[config.mk]
export PLATFORM = sky130hd
export DESIGN_NAME = mies_core
export DESIGN_NICKNAME = d
export VERILOG_FILES = /design/src/hw/mies_pkg.sv /design/src/hw/mies_stack.sv /design/src/hw/mies_core.sv
export VERILOG_INCLUDE_DIRS = /design/src /design/src/hw
export SDC_FILE = /design/constraint.sdc
export NUM_CORES = 1
export LEC_CHECK = 0
export BUFFER_PORTS_ARGS = -buffer_cell sky130_fd_sc_hd__buf_2
export CAP_MARGIN = 20
export CORE_UTILIZATION = 45
export DETAILED_ROUTE_END_ITERATION = 12
export PLACE_DENSITY_LB_ADDON = 0.2
export SYNTH_ARGS = -nofsm -noshare
export SYNTH_HDL_FRONTEND = slang
export SYNTH_SLANG_ARGS = --single-unit
[constraint.sdc]
create_clock -name i_mclk -period 3.8 [get_ports i_mclk]
set_clock_uncertainty 0.2 [all_clocks]
set_input_delay 0.19 -clock i_mclk [delete_from_list [all_inputs] [get_ports i_mclk]]
set_output_delay 0.19 -clock i_mclk [all_outputs]
set_load 0.03 [all_outputs]
[src/hw/mies_params.svh]
`ifndef MIES_PARAMS_SVH
`define MIES_PARAMS_SVH
`define MIES_TRAP_VECTOR   11'h001
`define MIES_TRAP_CYCLES   2'h3
`define MIES_BRANCH_CYCLES 2'h2
`define MIES_SEC_MIN       4'h5
`define MIES_SEC_MAX       4'hf
`define MIES_STACK_DEPTH   8
`define MIES_STACK_PTR_W   3
`define MIES_STACK_PTR_RST 3'h1
`define MIES_PC_RST        11'h000
`define MIES_ACC_RST       8'h00
`define MIES_ZERO_BYTE     8'h00
`endif

[src/hw/mies_pkg.sv]
`include "mies_params.svh"
package mies_pkg;
  typedef enum logic [2:0] {
    MIES_OP_NONE,
    MIES_OP_TRAP,
    MIES_OP_OR_IMM,
    MIES_OP_OR_REG,
    MIES_OP_ST_SEC,
    MIES_OP_LD_SEC,
    MIES_OP_LJUMP,
    MIES_OP_LONG_CALL_OP
  } mies_op_e;

  typedef struct packed {
    mies_op_e    op;
    logic [10:0] pc;
    logic [10:0] target;
    logic [7:0]  imm;
    logic [6:0]  reg_addr;
    logic        dest_reg;
    logic [3:0]  sec_sel;
  } mies_instr_s;

  typedef struct packed {
    logic        wr;
    logic [6:0]  addr;
    logic [7:0]  data;
  } mies_regwr_s;
endpackage : mies_pkg

[src/hw/mies_stack.sv]
`timescale 1ns/1ps
`include "mies_params.svh"
module mies_stack (
  input  wire logic        i_mclk,
  input  wire logic        i_nrst,
  input  wire logic        i_push,
  input  wire logic [10:0] i_push_addr,
  output logic [2:0]       o_ptr,
  output logic [10:0]      o_top
);
  import mies_pkg::*;
  logic [10:0] mem_r [`MIES_STACK_DEPTH];
  logic [2:0]  ptr_r;
  logic [2:0]  ptr_nxt;

  always_comb begin
    ptr_nxt = ptr_r;
    if (i_push) begin
      ptr_nxt = ptr_r + 3'h1;
    end
  end

  always_ff @(posedge i_mclk or negedge i_nrst) begin
    if (!i_nrst) begin
      ptr_r <= `MIES_STACK_PTR_RST;
    end else begin
      ptr_r <= ptr_nxt;
    end
  end

  // Entries hold no reset; only the pointer marks validity
  always_ff @(posedge i_mclk) begin
    if (i_push) begin
      mem_r[ptr_r] <= i_push_addr;
    end
  end

  assign o_ptr = ptr_r;
  assign o_top = mem_r[ptr_r - 3'h1];
endmodule : mies_stack

[src/hw/mies_core.sv]
`timescale 1ns/1ps
`include "mies_params.svh"
module mies_core (
  input  wire logic                 i_mclk,
  input  wire logic                 i_nrst,
  input  wire logic                 i_instr_valid,
  input  wire mies_pkg::mies_instr_s i_instr,
  input  wire logic [7:0]           i_reg_rdata,
  input  wire logic [7:0]           i_sec_rdata,
  output logic                      o_busy,
  output logic                      o_flush,
  output logic                      o_pc_load,
  output logic [10:0]               o_pc,
  output logic [7:0]                o_acc,
  output logic                      o_zero,
  output mies_pkg::mies_regwr_s     o_reg_wr,
  output logic                      o_sec_wr,
  output logic                      o_sec_rd,
  output logic [3:0]                o_sec_sel,
  output logic [7:0]                o_sec_wdata,
  output logic [2:0]                o_stack_ptr,
  output logic                      o_stack_push
);
  import mies_pkg::*;

  typedef enum logic [1:0] {MIES_IDLE, MIES_WAIT} mies_state_e;

  mies_state_e  state_r, state_nxt;
  logic [1:0]   cnt_r, cnt_nxt;
  logic [10:0]  pc_r, pc_nxt;
  logic [10:0]  tgt_r, tgt_nxt;
  logic         pcld_r, pcld_nxt;
  logic         flush_r, flush_nxt;
  logic         busy_r, busy_nxt;
  logic [7:0]   acc_r, acc_nxt;
  logic         zero_r, zero_nxt;
  mies_regwr_s  rw_r, rw_nxt;
  logic         sw_r, sw_nxt;
  logic         sr_r, sr_nxt;
  logic [3:0]   ssel_r, ssel_nxt;
  logic [7:0]   swd_r, swd_nxt;
  logic         push;
  logic         push_r;
  logic [10:0]  push_addr;
  logic [2:0]   sptr;
  logic [7:0]   or_res;
  logic         sec_ok;

  mies_stack u_stack (
    .i_mclk      (i_mclk),
    .i_nrst      (i_nrst),
    .i_push      (push),
    .i_push_addr (push_addr),
    .o_ptr       (sptr),
    .o_top       ()
  );

  assign sec_ok = (i_instr.sec_sel >= `MIES_SEC_MIN) && (i_instr.sec_sel <= `MIES_SEC_MAX);

  always_comb begin
    state_nxt = state_r;
    cnt_nxt   = cnt_r;
    pc_nxt    = pc_r;
    tgt_nxt   = tgt_r;
    pcld_nxt  = 1'b0;
    flush_nxt = 1'b0;
    acc_nxt   = acc_r;
    zero_nxt  = zero_r;
    rw_nxt    = '0;
    sw_nxt    = 1'b0;
    sr_nxt    = 1'b0;
    ssel_nxt  = ssel_r;
    swd_nxt   = swd_r;
    push      = 1'b0;
    push_addr = i_instr.pc + 11'h001;
    or_res    = acc_r | i_instr.imm;
    case (state_r)
      MIES_IDLE: begin
        if (i_instr_valid) begin
          case (i_instr.op)
            MIES_OP_TRAP: begin
              push      = 1'b1;
              flush_nxt = 1'b1;
              tgt_nxt   = `MIES_TRAP_VECTOR;
              cnt_nxt   = `MIES_TRAP_CYCLES - 2'h1;
              state_nxt = MIES_WAIT;
            end
            MIES_OP_OR_IMM: begin
              or_res   = acc_r | i_instr.imm;
              acc_nxt  = or_res;
              zero_nxt = (or_res == `MIES_ZERO_BYTE);
            end
            MIES_OP_OR_REG: begin
              or_res   = acc_r | i_reg_rdata;
              zero_nxt = (or_res == `MIES_ZERO_BYTE);
              if (i_instr.dest_reg) begin
                rw_nxt.wr   = 1'b1;
                rw_nxt.addr = i_instr.reg_addr;
                rw_nxt.data = or_res;
              end else begin
                acc_nxt = or_res;
              end
            end
            MIES_OP_ST_SEC: begin
              if (sec_ok) begin
                sw_nxt   = 1'b1;
                ssel_nxt = i_instr.sec_sel;
                swd_nxt  = acc_r;
              end
            end
            MIES_OP_LD_SEC: begin
              // Read data is combinational from the page, sampled same cycle
              if (sec_ok) begin
                sr_nxt   = 1'b1;
                ssel_nxt = i_instr.sec_sel;
                acc_nxt  = i_sec_rdata;
              end
            end
            MIES_OP_LJUMP: begin
              flush_nxt = 1'b1;
              tgt_nxt   = i_instr.target;
              cnt_nxt   = `MIES_BRANCH_CYCLES - 2'h1;
              state_nxt = MIES_WAIT;
            end
            MIES_OP_LONG_CALL_OP: begin
              push      = 1'b1;
              flush_nxt = 1'b1;
              tgt_nxt   = i_instr.target;
              cnt_nxt   = `MIES_BRANCH_CYCLES - 2'h1;
              state_nxt = MIES_WAIT;
            end
            default: begin
              pc_nxt = pc_r;
            end
          endcase
          if (i_instr.op != MIES_OP_NONE) begin
            pc_nxt = i_instr.pc + 11'h001;
          end
        end
      end
      MIES_WAIT: begin
        cnt_nxt = cnt_r - 2'h1;
        if (cnt_r == 2'h1) begin
          pc_nxt    = tgt_r;
          pcld_nxt  = 1'b1;
          state_nxt = MIES_IDLE;
        end else begin
          flush_nxt = 1'b1;
        end
      end
      default: begin
        state_nxt = MIES_IDLE;
      end
    endcase
    // Busy is registered so the port comes straight from a flop
    busy_nxt = (state_nxt == MIES_WAIT);
  end

  always_ff @(posedge i_mclk or negedge i_nrst) begin
    if (!i_nrst) begin
      state_r <= MIES_IDLE;
      cnt_r   <= 2'h0;
      pc_r    <= `MIES_PC_RST;
      tgt_r   <= `MIES_PC_RST;
      pcld_r  <= 1'b0;
      flush_r <= 1'b0;
      acc_r   <= `MIES_ACC_RST;
      zero_r  <= 1'b0;
      rw_r    <= '0;
      sw_r    <= 1'b0;
      sr_r    <= 1'b0;
      ssel_r  <= 4'h0;
      swd_r   <= `MIES_ACC_RST;
      push_r  <= 1'b0;
      busy_r  <= 1'b0;
    end else begin
      state_r <= state_nxt;
      cnt_r   <= cnt_nxt;
      pc_r    <= pc_nxt;
      tgt_r   <= tgt_nxt;
      pcld_r  <= pcld_nxt;
      flush_r <= flush_nxt;
      acc_r   <= acc_nxt;
      zero_r  <= zero_nxt;
      rw_r    <= rw_nxt;
      sw_r    <= sw_nxt;
      sr_r    <= sr_nxt;
      ssel_r  <= ssel_nxt;
      swd_r   <= swd_nxt;
      push_r  <= push;
      busy_r  <= busy_nxt;
    end
  end

  assign o_busy       = busy_r;
  assign o_flush      = flush_r;
  assign o_pc_load    = pcld_r;
  assign o_pc         = pc_r;
  assign o_acc        = acc_r;
  assign o_zero       = zero_r;
  assign o_reg_wr     = rw_r;
  assign o_sec_wr     = sw_r;
  assign o_sec_rd     = sr_r;
  assign o_sec_sel    = ssel_r;
  assign o_sec_wdata  = swd_r;
  assign o_stack_ptr  = sptr;
  assign o_stack_push = push_r;
endmodule : mies_core

==> Word-level counts from Yosys, hierarchy flattened <==
Index checks and enable logic that the tools add are counted.
{ "word_totals": {"ff_bits": 72, "word_cells": 97} }
{ "op_classes": {"magnitude_cmp": 2, "bitwise": 2, "mux": 36, "eq_ne": 16, "addsub": 3, "reduce_logical": 20} }
{ "ops": {"columns": ["cell", "count"], "rows": [
  ["$mux W16", 4],
  ["$pmux W11 S2", 2],
  ["$mux W11", 3],
  ["$pmux W8 S3", 1],
  ["$logic_not A8 Y1", 2],
  ["$mux W8", 2],
  ["$or A8 B8 Y8", 2],
  ["$mux W1", 15],
  ["$eq A3 B3 Y1 const B", 4],
  ["$pmux W2 S2", 3],
  ["$reduce_and A4 Y1", 3],
  ["$add A11 B1 Y11 const B", 1],
  ["$ne A2 B2 Y1 const B", 5],
  ["$reduce_and A3 Y1", 3],
  ["$mux W2", 4],
  ["$eq A2 B1 Y1 const B", 3],
  ["$eq A3 B2 Y1 const B", 2],
  ["$reduce_bool A2 Y1", 3],
  ["$reduce_bool A3 Y1", 2],
  ["$reduce_or A2 Y1", 3],
  ["$reduce_and A5 Y1", 1],
  ["$ge A4 B3 Y1 const B", 1],
  ["$le A4 B4 Y1 const B", 1],
  ["$pmux W1 S2", 2],
  ["other kinds (7)", 7]
]} }

==> Logic depth before layout (Yosys ltp) <==
{ "depth": {"word_depth": 6, "mapped_depth": 6, "depth_no_buf": 5} }

==> Modules after synthesis <==
A second synthesis with hierarchy kept.
{ "hier_totals": {"hier_cells": 548, "area_unflattened_um2": 6937.9} }
{ "modules_own_cells": {"columns": ["module", "area_each_um2", "instances", "seq_area_each_um2", "cells_per_inst"], "rows": [
  ["mies_stack", 3706.1, 1, 2718.9, 228],
  ["mies_core", 3231.8, 1, 1726.7, 320]
]} }

==> Worst setup path before layout <==
No wires, ideal clock.
{ "synth_timing": {"kind": "reg2reg", "startpoint": "reg state_r[0]", "endpoint": "reg cnt_r[0]", "setup_ns": 0.120, "n_path_buf": 0, "path_slack_ns": 1.997, "required_time_ns": 3.480, "path_stages_with_launch": 5, "synth_period_minus_slack_ns": 1.803, "t_arrival_ns": 1.483, "cell_sequence": "dfrtp_1 -> nor3b_4 -> nor4b_4 -> nand2b_1 -> a31o_2"} }
{ "synth_between": {"elab_chain_cells": 3, "elab_cells_between_ends": 7, "classes_between": "eq/ne (3); mux (1); reduce/logical (3)"} }
{ "synth_lines": {"columns": ["element", "line", "source"], "rows": [
  ["from (decl)", "mies_core.sv:28", "mies_state_e state_r, state_nxt;"],
  ["from (signal assigned)", "mies_core.sv:177", "state_r <= state_nxt;"],
  ["$logic_not A2 Y1 or $eq A2 B1 Y1 (tied branches)", "mies_core.sv:77", "case (state_r)"],
  ["$ne A3 B2 Y1 (no source line), or another cell as far along", null, null],
  ["$reduce_and A3 Y1 (no source line)", null, null],
  ["to (signal assigned)", "mies_core.sv:178", "cnt_r <= cnt_nxt;"],
  ["to (decl)", "mies_core.sv:29", "logic [1:0] cnt_r, cnt_nxt;"]
]} }
Several ways; a longest one is shown, not always the timed one.
A chain may end at the register's enable or synchronous reset.

==> Worst setup path after layout <==
{ "layout_timing": {"startpoint": "reg state_r[0]", "endpoint": "reg cnt_r[1]"} }
Same word-level chain as after synthesis.

==> results.json <==
{
  "status": "complete, no violations",
  "critPathKind": "register to register",
  "area_of_the_mapped_netlist_sq_um": 3460,
  "grt_busiest_layer": "met2",
  "power.switching_fraction": 0.3318,
  "detailed_place.area_sq_um": 4124,
  "antenna_found_initial": 0,
  "synthDistinctLibCells": 47,
  "final_antenna_net_count": 0,
  "place_inst": 536,
  "final_max_slew_viol_count": 0,
  "finalSetupTns_ns": 0,
  "port_buffers": 120,
  "routed_wl_um": 8647,
  "power_frac_seq": 0.443,
  "period_utilization": 0.6029,
  "grt_start_max_net_pins": 73,
  "total_gr_overflow": 0,
  "grtUsageMet3": 0.07130,
  "max_slew.worst_pin.slew_ns": 0.9312,
  "placementRows": 31,
  "setup.worst_path.start_class": "register",
  "post_layout_nonfiller_instances": 591,
  "footprint_of_the_multi_input_gates_sq_um": 1496,
  "grt.met2_usage": 0.3891,
  "async_sr_flop_fraction": 1.000,
  "clkPwrFrac": 0.286,
  "routed-via-count": 2991,
  "final.fill_count": 618,
  "report.final.setup_viol": 0,
  "sequential_cell_area_sq_um": 1803,
  "leakagePower_nw": 2.324,
  "synth_fp_nets": 398,
  "grt_util_all_layers": 0.2303,
  "finalCriticalPeriod_ns": 2.291,
  "cts_resized": 0,
  "postSynthRegisterBits": 72,
  "fraction_of_final_layout_cells_sized_beyond_drive_strength_1": 0.3415,
  "number_of_inserted_diodes": 0,
  "synthToLayoutAreaGrowth_pct": 36.38,
  "max-clock-path-buffers": 2,
  "synthCells": 331,
  "timing.critical_path.to_type": "register",
  "final-hold-violation-count": 0,
  "core-area_sq_um": 7331,
  "hold_path.class": "input port to register",
  "rsz0062_at_grt": "no",
  "path_clk_slew_ns": 0.08,
  "routedWlPerCell_um": 14.63,
  "power.net_switching_mw": 0.7216,
  "cts_inserted_buffers": 9,
  "place_ws_ns": 1.433,
  "die_height_um": 89.68,
  "finish.net_count": 554,
  "drt_drc_violations_left": 0,
  "critPathArrivalTime_ns": 2.36,
  "worst_slack_ns": 1.509,
  "drtPass1Iterations": 5,
  "peakVddDrop_v": 0.0002400,
  "io_pins": 121,
  "p_int_mw": 1.454,
  "post-synth-top-area-fraction": 0.5136,
  "slew-limit-headroom": 0.3726,
  "synth_largest_area_cell": "sky130_fd_sc_hd__dfrtp_1",
  "combinationalPowerShare": 0.271,
  "maximum_level_of_the_cts_h_tree": 3,
  "root_buffer": "sky130_fd_sc_hd__clkbuf_8",
  "number_of_hold_buffers_added_after_cts": 38,
  "cts_setup_buffers": 0,
  "vias_per_cell": 5.061,
  "use_met1": 0.2846,
  "clock_tree_from_tritoncts": "done",
  "post-dp-hpwl_um": 5974,
  "drt_first_iter_violations": 157,
  "clock_insertion_delay_worst_skew_ns": 0.35,
  "critical_path_required_ns": 3.87,
  "die_width_um": 89.68,
  "worst-path-max-fanout": 14,
  "synthesis.area_per_instance_sq_um": 10.45,
  "starting_utilization_of_the_core_area": 0.4719,
  "gp_routability_congestion": 0.8564,
  "netlist_top_cells_area": "sky130_fd_sc_hd__dfrtp_1 51%, sky130_fd_sc_hd__mux2_2 7.8%, sky130_fd_sc_hd__o21ai_0 4.2%",
  "clock.fmax_mhz": 436.5,
  "cellPowerDensity_nw_per_um2": 461.0,
  "die_area_sq_um": 8043,
  "timing.max_cap.violations": 0,
  "post-synth-top-count-cell": "sky130_fd_sc_hd__dfrtp_1",
  "numClockSinks": 72,
  "synth_commonest_cells": "71 x sky130_fd_sc_hd__dfrtp_1, 29 x sky130_fd_sc_hd__o21ai_0, 24 x sky130_fd_sc_hd__inv_1, 24 x sky130_fd_sc_hd__mux2_2",
  "timing.hold.ws_ns": 0.1000,
  "synth_edf_count": 0,
  "yosys_most_used_dff": "sky130_fd_sc_hd__dfrtp_1",
  "yosys_warnings": 0,
  "finish.instance_area_sq_um": 4718,
  "vias_in_the_first_global_route": 2936,
  "ys_seq_area_frac": 0.5212,
  "wire_length_of_the_first_global_routing_pass_um": 13780
}
## registers in the layout, summed over array words and instances, names as in the netlist, 2 cells and up
register and count:
tgt_r 11, u_stack.o_ptr 3, o_sec_sel 4, state_r 2, cnt_r 2, o_pc 11, o_acc 8, o_sec_wdata 8
o_reg_wr 16
## area by class of cell
type / count / area share
sequential: 72 / 0.3821
tap: 99 / 0.02625
timing repair buffer: 160 / 0.2116
inverter: 24 / 0.01909
clock buffer: 11 / 0.03209
multi-input combinational: 220 / 0.3172
clock inverter: 5 / 0.01167
## worst max-delay path: stages (launching register included)
cell and delay (ns):
sky130_fd_sc_hd__dfrtp_1 0.44, sky130_fd_sc_hd__nor3b_4 0.40, sky130_fd_sc_hd__nor4b_4 0.63, sky130_fd_sc_hd__buf_4 0.30, sky130_fd_sc_hd__o21ai_0 0.09, sky130_fd_sc_hd__o21ai_0 0.15
## worst paths after layout
kind	from	endpoint	slack, ns	cells after the start
setup / recovery	state_r[0]	cnt_r[1]	1.51	5
hold / removal	i_instr[31]	o_pc[0]	0.10	3
setup reg to reg	state_r[0]	cnt_r[1]	1.51	5
hold reg to reg	u_stack.o_ptr[2]	u_stack.o_ptr[2]	0.26	1
max in group asynchronous	i_nrst	o_acc[0]	2.51	2
min in group asynchronous	i_nrst	o_pc[8]	0.31	2
## kinds of logic after synthesis
| group | after synthesis | synth area share |
|---|---|---|
| AND/OR/NAND/NOR | 107 | 0.1852 |
| AO/OA/AOI/OAI | 80 | 0.1447 |
| flip-flops | 72 | 0.5212 |
| buffers and inverters | 39 | 0.04629 |
| multiplexers | 24 | 0.07812 |
| XOR/XNOR | 5 | 0.01266 |
| adder cells (fa/ha/maj) | 3 | 0.01085 |
| other | 1 | 0.001084 |
## metrics by stage
stage	power (mW)	utilization
after global placement	1.519	0.5626
after detailed placement	1.538	0.5626
after CTS	2.196	0.6426
final	2.175	0.6436
after global routing	2.301	0.6436
after floorplan	1.337	-
## layout by cell type (no fill, tap or decap), drive strengths merged, types with 2 or more instances in the layout
cell         Yosys  routed
a211oi           7       7
nor2            15      15
o21bai           3       3
clkinvlp         0       2
ha               3       3
o21ai           30      30
nand3           16      16
nor4             3       3
nand2           14      14
xor2             4       4
a21oi           10      10
buf              5     122
nand4            2       2
o31ai            5       5
and2             9       9
clkinv           0       2
nor3             3       3
clkbuf          10      11
nor2b           10      10
or3              2       2
dlygate4sd3      0      38
a31oi            8       8
nor4b            3       3
mux2            24      24
inv             24      24
and2b            2       2
nand2b          10      10
o21a            11      11
or4              5       5
dfrtp           71      71
nor3b            9       9
## power by group through the flow
stage          clock network [mW]  logic (mW)  registers, mW
2_1_floorplan                   0       0.196           1.14
3_3_place_gp                    0       0.547          0.972
3_5_place_dp                    0       0.559          0.978
4_1_cts                     0.641       0.591          0.964
5_1_grt                     0.682       0.643          0.976
6_report                    0.622       0.590          0.963
## metal layers
layer  vias to the layer above  wire [um]
li1                       1474          -
met5                         -          0
met2                        82       4366
met4                         0        129
met3                        13        400
met1                      1422       3750
Power figures use the tool's default switching activity.
